==> src/common/dps_pkg.sv <==
package dps_pkg;
  // Pin usage per general-purpose buffer
  typedef enum logic [1:0] {
    DPS_IO_INPUT  = 2'h0,
    DPS_IO_OUTPUT = 2'h1,
    DPS_IO_TRI    = 2'h2,
    DPS_IO_BIDIR  = 2'h3
  } dps_io_mode_t;

  // Multifunction pin indices in the shared user I/O vectors
  localparam int unsigned DPS_PIN_DIAG_CK = 0;
  localparam int unsigned DPS_PIN_PROBE1 = 1;
  localparam int unsigned DPS_PIN_PROBE2 = 2;
  localparam int unsigned DPS_PIN_SIN   = 3;
  localparam int unsigned DPS_PIN_SOUT  = 4;
  localparam int unsigned DPS_PIN_CLK1  = 5;
  localparam int unsigned DPS_PIN_CLK2  = 6;
  localparam int unsigned DPS_NUM_PINS  = 7;

  // Node selector width and reset values
  localparam int unsigned DPS_SEL_W     = 4;
  localparam logic [3:0]  DPS_SEL_RST   = 4'h0;
  localparam logic        DPS_LOCK_RST  = 1'b0;

  // Diagnostic shift register: two selectors
  localparam int unsigned DPS_SHIFT_W   = 2 * DPS_SEL_W;
endpackage : dps_pkg

==> src/logic/dps_pin_buf.sv <==
// One general-purpose pin buffer: input, output, three-state or bidirectional
module dps_pin_buf
  import dps_pkg::*;
(
  input  wire logic         ref_clk,
  input  wire logic         rst,
  input  dps_pkg::dps_io_mode_t mode,
  input  wire logic         out_val,
  input  wire logic         out_en,
  input  wire logic         pad_i,
  output logic              pad_o,
  output logic              pad_oe,
  output logic              in_val
);
  logic drv_d;
  logic pad_o_q;
  logic pad_oe_q;
  logic in_q;

  // Output mode always drives; tri and bidir follow the user enable
  assign drv_d = (mode == DPS_IO_OUTPUT) ||
                 ((mode == DPS_IO_TRI || mode == DPS_IO_BIDIR) && out_en);
  assign pad_o  = pad_o_q;
  assign pad_oe = pad_oe_q;
  assign in_val = in_q;

  // Registered pad drive and capture
  always_ff @(posedge ref_clk)
  begin
    if (rst)
    begin
      pad_o_q  <= 1'b0;
      pad_oe_q <= 1'b0;
      in_q     <= 1'b0;
    end
    else
    begin
      pad_o_q  <= out_val;
      pad_oe_q <= drv_d;
      // Pure output never feeds back its own pad
      in_q     <= (mode == DPS_IO_OUTPUT) ? 1'b0 : pad_i;
    end
  end
endmodule : dps_pin_buf

==> src/logic/dps_probe_sel.sv <==
// How it works
// - Mode high makes diag clock, serial input and, while unlocked, both probes diagnostic pins, mode low makes them user I/O.
// - The serial output echoes the shifted selector bits in diagnostic mode until locked, then drives low, and is user I/O otherwise.
// - Each probe pin shows the live value of a selected internal node, both usable at once.
// - A one-way lock permanently disables probing until the device is cleared.
// - After debugging each probe pin behaves as an ordinary user I/O.
// - The diag clock times probe and programming shifts and is honoured only in diagnostic mode.
// - Serial data for probe control and programming is accepted only in diagnostic mode.
// - Every general pin can be input, output, three-state or bidirectional.
// - Each array clock pin feeds a buffered clock net, or serves as user I/O.
module dps_probe_sel
  import dps_pkg::*;
#(
  parameter int unsigned NODE_W = 16
)
(
  input  wire logic                  ref_clk,
  input  wire logic                  rst,
  input  wire logic                  mode_sel,
  input  wire logic                  probe_lock_req,
  input  wire logic [NODE_W-1:0]     node_vals,
  input  dps_pkg::dps_io_mode_t      io_mode [DPS_NUM_PINS],
  input  wire logic [DPS_NUM_PINS-1:0] user_out,
  input  wire logic [DPS_NUM_PINS-1:0] user_oe,
  input  wire logic [DPS_NUM_PINS-1:0] pad_i,
  input  wire logic                  clk1_use_net,
  input  wire logic                  clk2_use_net,
  output logic [DPS_NUM_PINS-1:0]    pad_o,
  output logic [DPS_NUM_PINS-1:0]    pad_oe,
  output logic [DPS_NUM_PINS-1:0]    user_in,
  output logic                       array_clock_first_net,
  output logic                       array_clock_second_net,
  output logic                       prog_bit_valid,
  output logic                       prog_bit,
  output logic                       probe_locked
);
  logic [DPS_NUM_PINS-1:0] bo;
  logic [DPS_NUM_PINS-1:0] boe;
  logic [DPS_NUM_PINS-1:0] bin;
  logic [DPS_NUM_PINS-1:0] diag_pin;
  logic                    diag_active;
  logic                    probe_en;
  logic                    dck_edge;
  logic                    sin_bit;
  logic                    sel_load;
  logic                    dck_q;
  logic                    dck_d;
  logic                    lock_q;
  logic                    lock_d;
  logic [DPS_SHIFT_W-1:0]  shift_q;
  logic [DPS_SHIFT_W-1:0]  shift_d;
  logic [DPS_SEL_W-1:0]    sel1_q;
  logic [DPS_SEL_W-1:0]    sel1_d;
  logic [DPS_SEL_W-1:0]    sel2_q;
  logic [DPS_SEL_W-1:0]    sel2_d;
  logic                    p1_q;
  logic                    p1_d;
  logic                    p2_q;
  logic                    p2_d;
  logic                    so_q;
  logic                    so_d;
  logic                    pbv_q;
  logic                    pbv_d;
  logic                    pb_q;
  logic                    pb_d;
  logic                    ck1_q;
  logic                    ck2_q;
  logic [DPS_SEL_W:0]      cnt_q;
  logic [DPS_SEL_W:0]      cnt_d;

  // Mode decides which multifunction pins leave the user's hands
  assign diag_active = mode_sel;
  // Lock withdraws the probes even with mode high, so nodes stay hidden
  assign probe_en    = diag_active && !lock_q;
  assign diag_pin[DPS_PIN_DIAG_CK] = diag_active;
  assign diag_pin[DPS_PIN_SIN]    = diag_active;
  assign diag_pin[DPS_PIN_PROBE1] = probe_en;
  assign diag_pin[DPS_PIN_PROBE2] = probe_en;
  assign diag_pin[DPS_PIN_SOUT]   = diag_active;
  assign diag_pin[DPS_PIN_CLK1]   = clk1_use_net;
  assign diag_pin[DPS_PIN_CLK2]   = clk2_use_net;

  // Diag clock and serial data seen only while diagnostic
  // Edge detector idles low like the pin, so reset makes no false edge
  assign dck_d    = diag_active ? bin[DPS_PIN_DIAG_CK] : 1'b0;
  assign dck_edge = diag_active && dck_d && !dck_q;
  assign sin_bit  = bin[DPS_PIN_SIN];

  // Selector shifting: first DPS_SHIFT_W bits load both node selectors
  assign shift_d = dck_edge ? {shift_q[DPS_SHIFT_W-2:0], sin_bit}
                            : shift_q;
  // Counter stops at the header length; later edges are programming bits
  assign cnt_d   = !diag_active ? '0 :
                   (dck_edge && cnt_q != (DPS_SEL_W+1)'(DPS_SHIFT_W))
                   ? cnt_q + 1'b1 : cnt_q;
  assign sel_load = dck_edge &&
                    cnt_q == (DPS_SEL_W+1)'(DPS_SHIFT_W - 1);
  assign sel1_d  = sel_load ? shift_d[DPS_SHIFT_W-1:DPS_SEL_W] : sel1_q;
  assign sel2_d  = sel_load ? shift_d[DPS_SEL_W-1:0] : sel2_q;
  // Bits beyond the selector header are handed on as programming data
  assign pbv_d   = dck_edge &&
                   cnt_q == (DPS_SEL_W+1)'(DPS_SHIFT_W);
  assign pb_d    = pbv_d ? sin_bit : pb_q;

  // Live node values; selectors past NODE_W read as zero
  assign p1_d = (32'(sel1_q) < NODE_W) ? node_vals[sel1_q] : 1'b0;
  assign p2_d = (32'(sel2_q) < NODE_W) ? node_vals[sel2_q] : 1'b0;
  // Serial output echoes the shifted selector; blanked once locked
  assign so_d = lock_q ? 1'b0 : shift_q[DPS_SHIFT_W-1];

  // Lock is one-way: only a device reset, standing for an erase, clears it
  assign lock_d = lock_q | probe_lock_req;

  // Diagnostic state
  always_ff @(posedge ref_clk)
  begin
    if (rst)
    begin
      dck_q   <= 1'b0;
      lock_q  <= DPS_LOCK_RST;
      shift_q <= '0;
      cnt_q   <= '0;
      sel1_q  <= DPS_SEL_RST;
      sel2_q  <= DPS_SEL_RST;
      p1_q    <= 1'b0;
      p2_q    <= 1'b0;
      so_q    <= 1'b0;
      pbv_q   <= 1'b0;
      pb_q    <= 1'b0;
    end
    else
    begin
      dck_q   <= dck_d;
      lock_q  <= lock_d;
      shift_q <= shift_d;
      cnt_q   <= cnt_d;
      sel1_q  <= sel1_d;
      sel2_q  <= sel2_d;
      p1_q    <= p1_d;
      p2_q    <= p2_d;
      so_q    <= so_d;
      pbv_q   <= pbv_d;
      pb_q    <= pb_d;
    end
  end

  // Array clock buffers; one register stage stands in for the net driver
  // A sampled copy: pin edges faster than half of ref_clk are lost
  always_ff @(posedge ref_clk)
  begin
    if (rst)
    begin
      ck1_q <= 1'b0;
      ck2_q <= 1'b0;
    end
    else
    begin
      ck1_q <= clk1_use_net ? pad_i[DPS_PIN_CLK1] : 1'b0;
      ck2_q <= clk2_use_net ? pad_i[DPS_PIN_CLK2] : 1'b0;
    end
  end

  // Per-pin mux between user path and diagnostic function
  for (genvar i = 0; i < DPS_NUM_PINS; i++)
  begin : g_pin
    logic         f_out;
    logic         f_oe;
    dps_io_mode_t f_mode;
    if (i == DPS_PIN_PROBE1)
    begin : g_p1
      assign f_out = p1_q;
    end
    else if (i == DPS_PIN_PROBE2)
    begin : g_p2
      assign f_out = p2_q;
    end
    else if (i == DPS_PIN_SOUT)
    begin : g_so
      assign f_out = so_q;
    end
    else
    begin : g_in
      assign f_out = 1'b0;
    end
    // Diagnostic outputs drive; diagnostic inputs stay high-Z
    assign f_oe   = (i == DPS_PIN_PROBE1 || i == DPS_PIN_PROBE2 ||
                     i == DPS_PIN_SOUT);
    assign f_mode = diag_pin[i] ? (f_oe ? DPS_IO_OUTPUT : DPS_IO_INPUT)
                                : io_mode[i];

    dps_pin_buf u_buf (
      .ref_clk (ref_clk),
      .rst     (rst),
      .mode    (f_mode),
      .out_val (diag_pin[i] ? f_out : user_out[i]),
      .out_en  (diag_pin[i] ? f_oe : user_oe[i]),
      .pad_i   (pad_i[i]),
      .pad_o   (bo[i]),
      .pad_oe  (boe[i]),
      .in_val  (bin[i])
    );

    // User sees its pin only while it owns it
    logic uin_q;
    always_ff @(posedge ref_clk)
    begin
      if (rst)
        uin_q <= 1'b0;
      else
        uin_q <= diag_pin[i] ? 1'b0 : bin[i];
    end
    assign user_in[i] = uin_q;
  end

  assign pad_o                  = bo;
  assign pad_oe                 = boe;
  assign array_clock_first_net  = ck1_q;
  assign array_clock_second_net = ck2_q;
  assign prog_bit_valid         = pbv_q;
  assign prog_bit               = pb_q;
  assign probe_locked           = lock_q;
endmodule : dps_probe_sel

==> config.mk <==
export PLATFORM = sky130hd
export DESIGN_NAME = dps_probe_sel
export DESIGN_NICKNAME = d
export VERILOG_FILES = /design/src/common/dps_pkg.sv /design/src/logic/dps_pin_buf.sv /design/src/logic/dps_probe_sel.sv
export SDC_FILE = /design/constraint.sdc
export NUM_CORES = 1
export LEC_CHECK = 0
export ABC_AREA = 1
export ABC_CLOCK_PERIOD_IN_PS = 2100
export BUFFER_PORTS_ARGS = -buffer_cell sky130_fd_sc_hd__buf_2
export CAP_MARGIN = 20
export CELL_PAD_IN_SITES_DETAIL_PLACEMENT = 0
export CELL_PAD_IN_SITES_GLOBAL_PLACEMENT = 2
export CORE_MARGIN = 10
export CORE_UTILIZATION = 29
export CTS_CLUSTER_SIZE = 24
export DETAILED_ROUTE_END_ITERATION = 16
export PLACE_DENSITY_LB_ADDON = 0.1
export SYNTH_ARGS = -nofsm -noshare
export SYNTH_HDL_FRONTEND = slang
export SYNTH_SLANG_ARGS = --single-unit
==> constraint.sdc <==
create_clock -name ref_clk -period 2.1 [get_ports ref_clk]
set_clock_uncertainty 0.05 [all_clocks]
set_input_delay 0.105 -clock ref_clk [delete_from_list [all_inputs] [get_ports ref_clk]]
set_output_delay 0.105 -clock ref_clk [all_outputs]
set_load 0.03 [all_outputs]
After elaboration in Yosys (flattened, before gate mapping)
Index checks and enable logic that the tools add are counted.
Widths: inputs -> output; s select.
{"block": "word_totals", "elab_cells": 139, "regBits": 58, "output_inout_bits": 26, "inputBits": 57}
{"block": "classes", "n_bitwise": 4, "n_reduce_logical": 44, "muxes": 23, "eq_ne": 24, "n_lt_le_gt_ge": 2, "n_addsub": 1}
{"operator": "$reduce_or 2->1", "count": 15}
{"operator": "$eq 2x2->1 const B", "count": 14}
{"operator": "$eq 2x1->1 const B", "count": 7}
{"operator": "$logic_or 1x1->1", "count": 14}
{"operator": "$mux 2", "count": 7}
{"operator": "$logic_and 1x1->1", "count": 13}
{"operator": "$mux 1", "count": 13}
{"operator": "$lt 4x5->1 const B", "count": 2}
{"operator": "$bmux 1 s4", "count": 2}
{"operator": "$mux 8", "count": 1}
{"operator": "$add 5x1->5 const B", "count": 1}
{"operator": "$eq 5x3->1 const B", "count": 1}
{"operator": "$eq 5x4->1 const B", "count": 1}
{"operator": "$ne 5x4->1 const B", "count": 1}
{"operator": "$not 1->1", "count": 3}
{"operator": "$logic_not 1->1", "count": 2}
{"operator": "$or 1x1->1", "count": 1}

Logic depth before layout (Yosys ltp)
Gate-level depths: netlist (run 1).
{"block": "depth", "depth_word": 7, "ltp_mapped": 8}

By module
Synthesis (run 1) repeated with hierarchy kept, for this count alone.
{"block": "hier_totals", "hier_cells": 389, "hier_area_um2": 2640.0}
{"module": "dps_probe_sel", "cells_each": 312, "n_inst": 1, "seq_area_each_um2": 740.7, "area_per_inst_um2": 1965.6}
{"module": "dps_pin_buf", "cells_each": 11, "n_inst": 7, "seq_area_each_um2": 60.1, "area_per_inst_um2": 96.3}

Worst setup path after synthesis (run 1)
OpenSTA, ideal clock, no wires.
{"block": "synth_timing", "path_kind": "reg-to-reg", "startpoint": "register cnt_q[0]", "endpoint": "register sel2_q[1]", "t_required_ns": 1.935, "stages_incl_launch_ff": 9, "n_path_buf": 1, "arrival_ns": 1.131, "setup_time_ns": 0.115, "setup_slack_ns": 0.804, "path_cell_list": "dfxtp_1 > ha_1 > nand2_1 > nor2_4 > nand3_2 > buf_6 > nand2_1 > o21ai_1 > and2_1"}
{"block": "synth_between", "elab_chain_len": 2}
{"item": "start: declaration", "line": "dps_probe_sel.sv:68", "text": "logic [DPS_SEL_W:0] cnt_q;"}
{"item": "start signal: assignment", "line": "dps_probe_sel.sv:136", "text": "cnt_q <= cnt_d;"}
{"item": "$eq 5x3->1", "line": "dps_probe_sel.sv:97", "text": "cnt_q == (DPS_SEL_W+1)'(DPS_SHIFT_W - 1);"}
{"item": "$logic_and 1x1->1", "line": "dps_probe_sel.sv:96", "text": "assign sel_load = dck_edge &&"}
{"item": "end signal: assignment", "line": "dps_probe_sel.sv:138", "text": "sel2_q <= sel2_d;"}
{"item": "end: declaration", "line": "dps_probe_sel.sv:54", "text": "logic [DPS_SEL_W-1:0] sel2_q;"}
Every way passes these cells.
A chain may end at the register's enable or synchronous reset.

Final worst setup path (run 1)
{"block": "layout_timing", "startpoint": "input user_oe[0]", "endpoint": "register g_pin[0].u_buf.pad_oe_q"}
{"block": "layout_between", "elab_chain_len": 3}
{"item": "start: declaration", "line": "dps_probe_sel.sv:24", "text": "input wire logic [DPS_NUM_PINS-1:0] user_oe,"}
{"item": "$mux 1", "line": "dps_probe_sel.sv:196", "text": ".out_en (diag_pin[i] ? f_oe : user_oe[i]),"}
{"item": "$logic_and 1x1->1", "line": "dps_pin_buf.sv:22", "text": "((mode == DPS_IO_TRI || mode == DPS_IO_BIDIR) && out_en);"}
{"item": "$logic_or 1x1->1", "line": "dps_pin_buf.sv:21", "text": "assign drv_d = (mode == DPS_IO_OUTPUT) ||"}
{"item": "end signal: assignment", "line": "dps_pin_buf.sv:39", "text": "pad_oe_q <= drv_d;"}
{"item": "end: declaration", "line": "dps_pin_buf.sv:17", "text": "logic pad_oe_q;"}
Every way passes these cells.

==> flow_summary.json, run 1 <==
{
  "synth-edff-count": 0,
  "cts_resized": 0,
  "min_path_cells": 3,
  "grt_pass1_vias": 2431,
  "cp.arrival_ns": 1.96,
  "synth-seq-cells": 58,
  "final_area_um2": 3400,
  "drc": 0,
  "cp.required_ns": 2.27,
  "finalSetupTns_ns": 0,
  "fp.dieH_um": 115,
  "avgSynthCellArea_um2": 7.17,
  "hold_class": "primary input to register",
  "n_antenna_cell": 0,
  "clock_sinks": 58,
  "io_pins": 83,
  "synth.area.top_cells": "dfxtp_1, nand2_1, inv_1",
  "post-route-period-util_pct": 85.2,
  "gp_congestion": 0.777,
  "fmax_mhz": 559,
  "hpwl_um": 5500,
  "wl_per_cell_um": 12.4,
  "clk_path_buf_depth": 2,
  "rsz0062_at_grt": "false",
  "dr.pass1.iters": 4,
  "final_layout_size_suffix_gt1_share_pct": 23.4,
  "synth_commonest_cells": "nand2_1, inv_1, dfxtp_1, nor2_1, nand3_1",
  "seq_area_um2": 1160,
  "synth_top_area_share_pct": 44.7,
  "drt_iter0_markers": 61,
  "r2r_start": "cnt_q[0]",
  "finalSetupViolCount": 0,
  "grt_usage_pct": 11.0,
  "initial_core_util_pct": 29.8,
  "coreArea_um2": 8720,
  "tightest_slew_ns": 0.464,
  "die_area_um2": 13100,
  "swShare_pct": 23.9,
  "synthDistinctLibCells": 29,
  "status": "complete, no violations",
  "cellPowerDensity_nw_per_um2": 717,
  "critPathMaxFanout": 1,
  "syn_to_final_growth_pct": 31.1,
  "maxCapViolations": 0,
  "p_sw_w": 0.000583,
  "root_buffer": "clkbuf_8",
  "htreeDepth": 3,
  "fin_total_pwr_w": 0.00244,
  "multiInputGateArea_um2": 953,
  "slew_violations": 0,
  "wl_um": 7010,
  "synth_most_common_cell": "nand2_1",
  "port_buffers": 82,
  "placed_cell_area_um2": 2950,
  "hold_start": "user_oe[4]",
  "criticalPathCategory": "primary input to register",
  "pwr-share-clk_pct": 41.3,
  "routed_via_density": 4.16,
  "intPower_w": 0.00186,
  "rr_worst_depth": 8,
  "clk_latency_ns": 0.33,
  "grt_overflow": 0,
  "crit_path_start_kind": "primary input",
  "max-vdd-ir-drop_v": 0.000354,
  "power_frac_seq_pct": 47.2,
  "post_cts_buffers": 0,
  "syn-instance-count": 362,
  "fill_cells": 958,
  "num_vias": 2356,
  "synth_fp_nets": 421,
  "p_comb_share_pct": 11.6,
  "synth_ff_type": "dfxtp_1",
  "hold_violations": 0,
  "ant_nets": 0,
  "die_w_um": 115,
  "cts_tree": "yes",
  "yosysTopAreaCell": "dfxtp_1",
  "async_flop_share_pct": 0,
  "ys_seq_area_share_pct": 44.7,
  "yosys_warnings": 0,
  "endpoint_kind": "register",
  "final.min_clock_period_ns": 1.79,
  "row_count": 34,
  "crit_path_start": "user_oe[0]",
  "clk_pin_slew_ns": 0.06,
  "leakage_nw": 1.76,
  "final_nets": 514,
  "grt_pass1_wl_um": 11600,
  "syn_area_um2": 2600,
  "antenna_found_initial": 0,
  "grt_max_degree": 19,
  "numCtsBuffers": 9,
  "slew_headroom_pct": 69.0
}
[through the flow]
stage	setup slack [ns]	hold slack, ns	util, %	cells
global route	0.247	0.00647	39.0	566
finish	0.310	0.00927	39.0	566
global placement	0.617	0.264	33.9	526
CTS	0.322	0.00294	39.0	566
detailed placement	0.585	0.272	33.9	526
floorplan	0.804	0.167	-	362
[power groups by stage]
stage / Clock, W / Sequential (W) / Combinational (W)
global route: 0.00109 / 0.00115 / 0.000321
finish: 0.00101 / 0.00115 / 0.000283
global placement: 0 / 0.00118 / 0.000251
CTS: 0.00104 / 0.00115 / 0.000290
floorplan: 0 / 0.00118 / 0.000167
detailed placement: 0 / 0.00118 / 0.000251
[final cells by class]
class | count | share of cell area (%)
clock buffer | 11 | 4.45
clock inverter | 3 | 1.18
sequential | 58 | 34.1
multi-input combinational | 203 | 28.0
inverter | 72 | 7.94
timing repair buffer | 111 | 20.4
tap | 108 | 3.97
[cells by family after synthesis]
kind of cell,share of synthesized area (%)
and+or+nand+nor,27.6
buffers and inverters,18.6
DFF,44.7
AOI/OAI and AO/OA,8.14
adders and majority gates,0.964
[layer usage]
layer | wire, um | track usage [%] | vias to the layer above
li1 | - | - | 1264
met3 | 435 | 3.77 | 8
met1 | 2980 | 12.7 | 1021
met5 | 0 | 0 | -
met2 | 3510 | 18.0 | 63
met4 | 84 | 4.43 | 0
[worst max-delay path: stages]
cell and delay (ns):
dlygate4sd3_1 0.53, buf_2 0.12, nand2_1 0.05, dlygate4sd3_1 0.54, a21oi_1 0.06, dlygate4sd3_1 0.56
[sequential cells by signal, indices dropped and copies added, names as in the netlist]
| name | cells |
|---|---|
| g_pin.u_buf.pad_o | 7 |
| sel1_q | 4 |
| probe_locked | 1 |
| array_clock_first_net | 1 |
| g_pin.f_out | 3 |
| array_clock_second_net | 1 |
| sel2_q | 4 |
| dck_q | 1 |
| cnt_q | 5 |
| prog_bit_valid | 1 |
| g_pin.u_buf.in_val | 7 |
| shift_q | 8 |
| prog_bit | 1 |
| g_pin.uin_q | 7 |
| g_pin.u_buf.pad_oe | 7 |
[repair_timing]
item | 4_1_cts | 5_1_grt
endpoints found under the setup margin | 0 | 0
hold endpoints to repair | 21 | 0
hold buffers | 26 | 0
[path summary, 6_finish.rpt]
check | to | slack (ns)
max reg2reg | sel2_q[3] | 0.60
max | g_pin[0].u_buf.pad_oe | 0.31
min | g_pin[4].u_buf.pad_oe | 0.009
min reg2reg | g_pin[2].uin_q | 0.36
[cells in the final DEF, fill, tap and decap left out, drive strengths merged]
cell / n
inv: 71
clkinv: 3
o21ai: 23
nor3b: 4
clkbuf: 11
o21bai: 2
nand4: 1
bufinv: 1
and2: 3
o211ai: 3
nand3: 31
nand2: 80
or2: 2
a21oi: 11
nor3: 3
ha: 2
nand3b: 1
dlygate4sd3: 26
buf: 85
dfxtp: 58
nor2: 37
(Power assumes the default switching activity.)
==> inputs of run 2 (changes only) <==
PLACE_DENSITY = 0.88   (was unset)
PLACE_DENSITY_LB_ADDON = unset   (was 0.1)
==> run 2 against run 1 <==
Against the previous run:
- critical path depth unchanged
- final cell count increased by 1.1%
- register-to-register slack improved by 0.03 ns
- sequential power about the same
- non-clock buffer count increased by 4
- wire length decreased by 5.3%
- global-route usage decreased by 0.68 points
- core utilization increased by 0.88 points
- design area increased by 2.2%
- combinational power increased by 2%
- critical endpoint is now g_pin[6].u_buf.pad_oe
- largest cell class unchanged
- highest routed layer unchanged
==> flow_summary.json, run 2 (same netlist as run 1, synthesis figures left out) <==
{
  "clk_pin_slew_ns": 0.07,
  "root_buffer": "clkbuf_8",
  "row_count": 34,
  "rsz0062_at_grt": "false",
  "grt_usage_pct": 10.3,
  "fin_hold_ws_ns": 0.00815,
  "cellPowerDensity_nw_per_um2": 743,
  "die_area_um2": 13100,
  "tightest_slew_ns": 0.379,
  "coreArea_um2": 8720,
  "final_common_cell": "buf_2",
  "clk_latency_ns": 0.33,
  "gp_congestion": 0.794,
  "wl_per_cell_um": 11.6,
  "finalSetupTns_ns": 0,
  "critPathMaxFanout": 1,
  "final_cell_mix": "buf_2, nand2_1, inv_1, dfxtp_1, nor2_1",
  "slew_headroom_pct": 74.7,
  "crit_slowest_cell": "dlygate4sd3_1",
  "htreeDepth": 3,
  "criticalPathCategory": "primary input to register",
  "initial_core_util_pct": 29.8,
  "final_layout_size_suffix_gt1_share_pct": 23.5,
  "hold_violations": 0,
  "drc": 0,
  "dr.pass1.iters": 5,
  "die_w_um": 115,
  "max-vdd-ir-drop_v": 0.000440,
  "numCtsBuffers": 9,
  "antenna_found_initial": 0,
  "final.min_clock_period_ns": 1.82,
  "cp_common_cell": "dlygate4sd3_1",
  "cpPeakStageDelay_ns": 0.55,
  "crit_path_start_kind": "primary input",
  "ant_nets": 0,
  "num_vias": 2402,
  "endpoint_kind": "register",
  "wl_um": 6640,
  "syn_to_final_growth_pct": 34.1,
  "fp.dieH_um": 115,
  "leakage_nw": 1.80,
  "post-route-period-util_pct": 86.5,
  "n_antenna_cell": 0,
  "grt_max_degree": 19,
  "cts_tree": "yes",
  "largest_register": "shift_q",
  "critPathTopFamily": "buffers and inverters",
  "hold_class": "primary input to register",
  "drt_iter0_markers": 142,
  "hpwl_um": 5130,
  "crit_buf_inv": 4,
  "largest_reg_flops": 8,
  "io_pins": 83,
  "grt_overflow": 0,
  "fin_total_pwr_w": 0.00259,
  "cp.arrival_ns": 2.04,
  "port_buffers": 82,
  "grt_pass1_wl_um": 11100,
  "cp.required_ns": 2.33,
  "crit_chain": "dlygate4sd3_1 -> buf_2 -> nand2_1 -> dlygate4sd3_1 -> a21oi_1 -> dlygate4sd3_1",
  "routed_via_density": 4.20,
  "grt_pass1_vias": 2443,
  "final_nets": 518,
  "slew_violations": 0,
  "clk_path_buf_depth": 2,
  "finalSetupViolCount": 0,
  "clock_sinks": 58,
  "fmax_mhz": 551,
  "maxCapViolations": 0,
  "status": "complete, no violations",
  "post_cts_buffers": 0,
  "cts_resized": 0
}
==> run 2: layer usage <==
| layer | global-route usage [%] | part of all wire (%) |
|---|---|---|
| met5 | 0 | 0 |
| met3 | 3.98 | 5.7 |
| met1 | 11.6 | 41 |
| met4 | 3.84 | 1.9 |
| met2 | 17.1 | 51 |
==> run 2: cell type report <==
type / instances / area [um2]
Clock inverter: 6 / 90.1
Sequential cell: 58 / 1160
Fill cell: 908 / 5240
Timing Repair Buffer: 115 / 733
Tap cell: 108 / 135
Inverter: 72 / 270
Clock buffer: 10 / 138
Multi-Input combinational cell: 203 / 953
==> run 2: tightest hold or removal path, delay by kind of cell <==
| kind | cells | cell delay [ns] |
|---|---|---|
| buffers and inverters | 2 | 0.14 |
| and+or+nand+nor | 1 | 0.07 |
| AOI/OAI and AO/OA | 1 | 0.06 |
==> run 2: worst paths after layout <==
kind	start	end	slack, ns	depth (start not counted)
max	user_oe[6]	g_pin[6].u_buf.pad_oe	0.28	6
min	io_mode[2]	g_pin[5].u_buf.in_val	0.008	4
max reg2reg	cnt_q[0]	sel1_q[2]	0.63	8
min reg2reg	g_pin[4].u_buf.in_val	g_pin[4].uin_q	0.36	2
==> run 2: metrics by stage <==
| step | worst slack, ns | instance area (um2) | cells | util [%] |
|---|---|---|---|---|
| global route | 0.228 | 3480 | 572 | 39.9 |
| finish | 0.284 | 3480 | 572 | 39.9 |
| global placement | 0.647 | 2950 | 526 | 33.9 |
| detailed placement | 0.627 | 2950 | 526 | 33.9 |
| floorplan | 0.804 | 2600 | 362 | - |
| CTS | 0.340 | 3480 | 572 | 39.9 |
==> run 2: timing repair <==
item / 4_1_cts / 5_1_grt
endpoints found under the hold margin: 22 / 0
hold buffers: 30 / 0
endpoints found under the setup margin: 0 / 0
==> run 2: power by group <==
part | internal, W | leakage (nW) | switching, W | total (W)
combinational | 0.000129 | 1.21 | 0.000161 | 0.000290
clock | 0.000701 | 0.112 | 0.000443 | 0.00114
sequential | 0.00114 | 0.474 | 0.0000122 | 0.00115
total | 0.00197 | 1.80 | 0.000616 | 0.00259
==> inputs of run 3 (changes only) <==
CAP_MARGIN = 5   (was 20)
CORE_ASPECT_RATIO = 2   (was unset)
==> run 3 against run 2 <==
Against the previous run:
- sequential share of layout area about the same
- die area up 1.8%
- global-route usage rose by 0.84 points
- final cell count decreased by 2.8%
- worst hold slack better by 0.0026 ns
- critical path depth up 2
- via count shrank 2.0%
- non-clock buffer count fell by 8
- core utilization grew 0.11 points
- total power grew 15%
- first-iteration DRC count shrank 37%
- maximum frequency increased by 20%
- largest power group is now clock
- highest routed layer unchanged
==> flow_summary.json, run 3 (same netlist as run 1, synthesis figures left out) <==
{
  "grt_max_degree": 23,
  "largest_register": "shift_q",
  "crit_path_start_kind": "register",
  "die_w_um": 86.9,
  "clk_latency_ns": 0.32,
  "slew_headroom_pct": 60.3,
  "hold_violations": 0,
  "syn_to_final_growth_pct": 34.3,
  "status": "complete, no violations",
  "antenna_found_initial": 0,
  "placed_cell_area_um2": 2940,
  "cp_common_cell": "nand2_1",
  "final_area_um2": 3490,
  "coreArea_um2": 8710,
  "final_layout_size_suffix_gt1_share_pct": 23.5,
  "die_area_um2": 13400,
  "initial_core_util_pct": 29.8,
  "hold_start": "user_out[1]",
  "clk_pin_slew_ns": 0.05,
  "r2r_start": "cnt_q[1]",
  "cp.required_ns": 2.27,
  "maxCapViolations": 0,
  "rsz0062_at_grt": "false",
  "largest_reg_flops": 8,
  "post_cts_buffers": 0,
  "finalSetupTns_ns": 0,
  "routed_via_density": 4.23,
  "cp.arrival_ns": 1.68,
  "min_path_cells": 3,
  "port_buffers": 82,
  "fp.dieH_um": 154,
  "cellPowerDensity_nw_per_um2": 853,
  "max-vdd-ir-drop_v": 0.000506,
  "endpoint_kind": "register",
  "clock_sinks": 58,
  "clk_path_buf_depth": 2,
  "wl_um": 7090,
  "drt_iter0_markers": 90,
  "cpPeakStageDelay_ns": 0.35,
  "finalSetupViolCount": 0,
  "rr_worst_depth": 8,
  "crit_chain": "ha_1 -> nand2_1 -> nor2_4 -> nand3_2 -> inv_1 -> nand2_1 -> nand2_1 -> nor2_1",
  "leakage_nw": 1.80,
  "final_nets": 510,
  "critPathMaxFanout": 12,
  "wl_met3_um": 340,
  "gp_congestion": 0.791,
  "r2r_end": "sel2_q[2]",
  "holdPathEnd": "g_pin[1].u_buf.pad_o",
  "htreeDepth": 3,
  "hpwl_um": 5710,
  "final.min_clock_period_ns": 1.51,
  "dr.pass1.iters": 4,
  "num_vias": 2354,
  "grt_usage_pct": 11.1,
  "row_count": 48,
  "io_pins": 83,
  "criticalPathCategory": "register to register",
  "grt_overflow": 0,
  "crit_slowest_cell": "dfxtp_1",
  "fmax_mhz": 662,
  "final_common_cell": "buf_2",
  "r2r_slack_ns": 0.59,
  "final_cell_mix": "buf_2, nand2_1, inv_1, dfxtp_1, nor2_1",
  "highest_layer": "met4",
  "root_buffer": "clkbuf_16",
  "grt_pass1_wl_um": 11700,
  "n_antenna_cell": 0,
  "hold_class": "primary input to register",
  "cts_tree": "yes",
  "wl_per_cell_um": 12.8,
  "drc": 0,
  "ant_nets": 0,
  "slew_violations": 0,
  "fin_hold_ws_ns": 0.0107,
  "met2_length_um": 3990,
  "post-route-period-util_pct": 71.9,
  "tightest_slew_ns": 0.595,
  "numCtsBuffers": 9,
  "grt_pass1_vias": 2574,
  "drt-met1-wl_um": 2530
}
==> run 3: cell types whose count changed in the layout (fill, tap and decap cells not counted) <==
cell | before | now
clkinv_4 | 2 | 0
clkbuf_16 | 0 | 9
dlygate4sd3_1 | 30 | 23
clkbuf_8 | 10 | 1
clkinv_2 | 1 | 2
buf_4 | 3 | 2
clkbuf_1 | 0 | 1
==> run 3: worst max-delay path by stage <==
stage	start	end	slack, ns
3_3_place_gp	rst	g_pin[4].u_buf.in_val	0.56
6_report	cnt_q[1]	sel2_q[2]	0.59
3_5_place_dp	rst	g_pin[4].u_buf.in_val	0.51
4_1_cts	cnt_q[1]	sel2_q[2]	0.55
2_1_floorplan	cnt_q[0]	sel2_q[1]	0.80
5_1_grt	cnt_q[1]	sel1_q[2]	0.37
==> run 3: final cells by class <==
| class | instances | area (um2) |
|---|---|---|
| Tap cell | 100 | 125 |
| Sequential cell | 58 | 1160 |
| Multi-Input combinational cell | 203 | 953 |
| Fill cell | 922 | 5220 |
| Clock inverter | 5 | 77.6 |
| Inverter | 72 | 270 |
| Clock buffer | 11 | 243 |
| Timing Repair Buffer | 107 | 656 |
==> run 3: per-stage QoR <==
stage	utilization, %	power, W	setup slack, ns	cells
detailed placement	33.7	0.00143	0.509	517
finish	40.0	0.00297	0.590	556
global route	40.0	0.00310	0.371	556
CTS	40.0	0.00303	0.554	556
floorplan	-	0.00135	0.804	362
global placement	33.7	0.00142	0.564	517
==> run 3: power breakdown <==
part / internal [W] / switching (W) / total, W
clock network: 0.00106 / 0.000476 / 0.00154
logic: 0.000119 / 0.000160 / 0.000279
registers: 0.00114 / 0.0000129 / 0.00116
==> run 3: what timing repair did <==
action                    4_1_cts  5_1_grt
resized for setup               0        0
hold endpoints to repair       19        0
hold buffers                   23        0
==> run 3: routing by layer <==
metal | track usage (%) | up-vias
met2 | 20.9 | 52
met4 | 6.83 | 0
met5 | 0 | -
met3 | 3.02 | 16
li1 | - | 1258
met1 | 9.77 | 1028
==> run 3: worst max-delay path: cells and delay by family, from the launching register on <==
family                     cells  cell delay, ns
adders and majority gates      1            0.18
buffers and inverters          1            0.21
DFF                            1            0.35
and+or+nand+nor                6            0.62
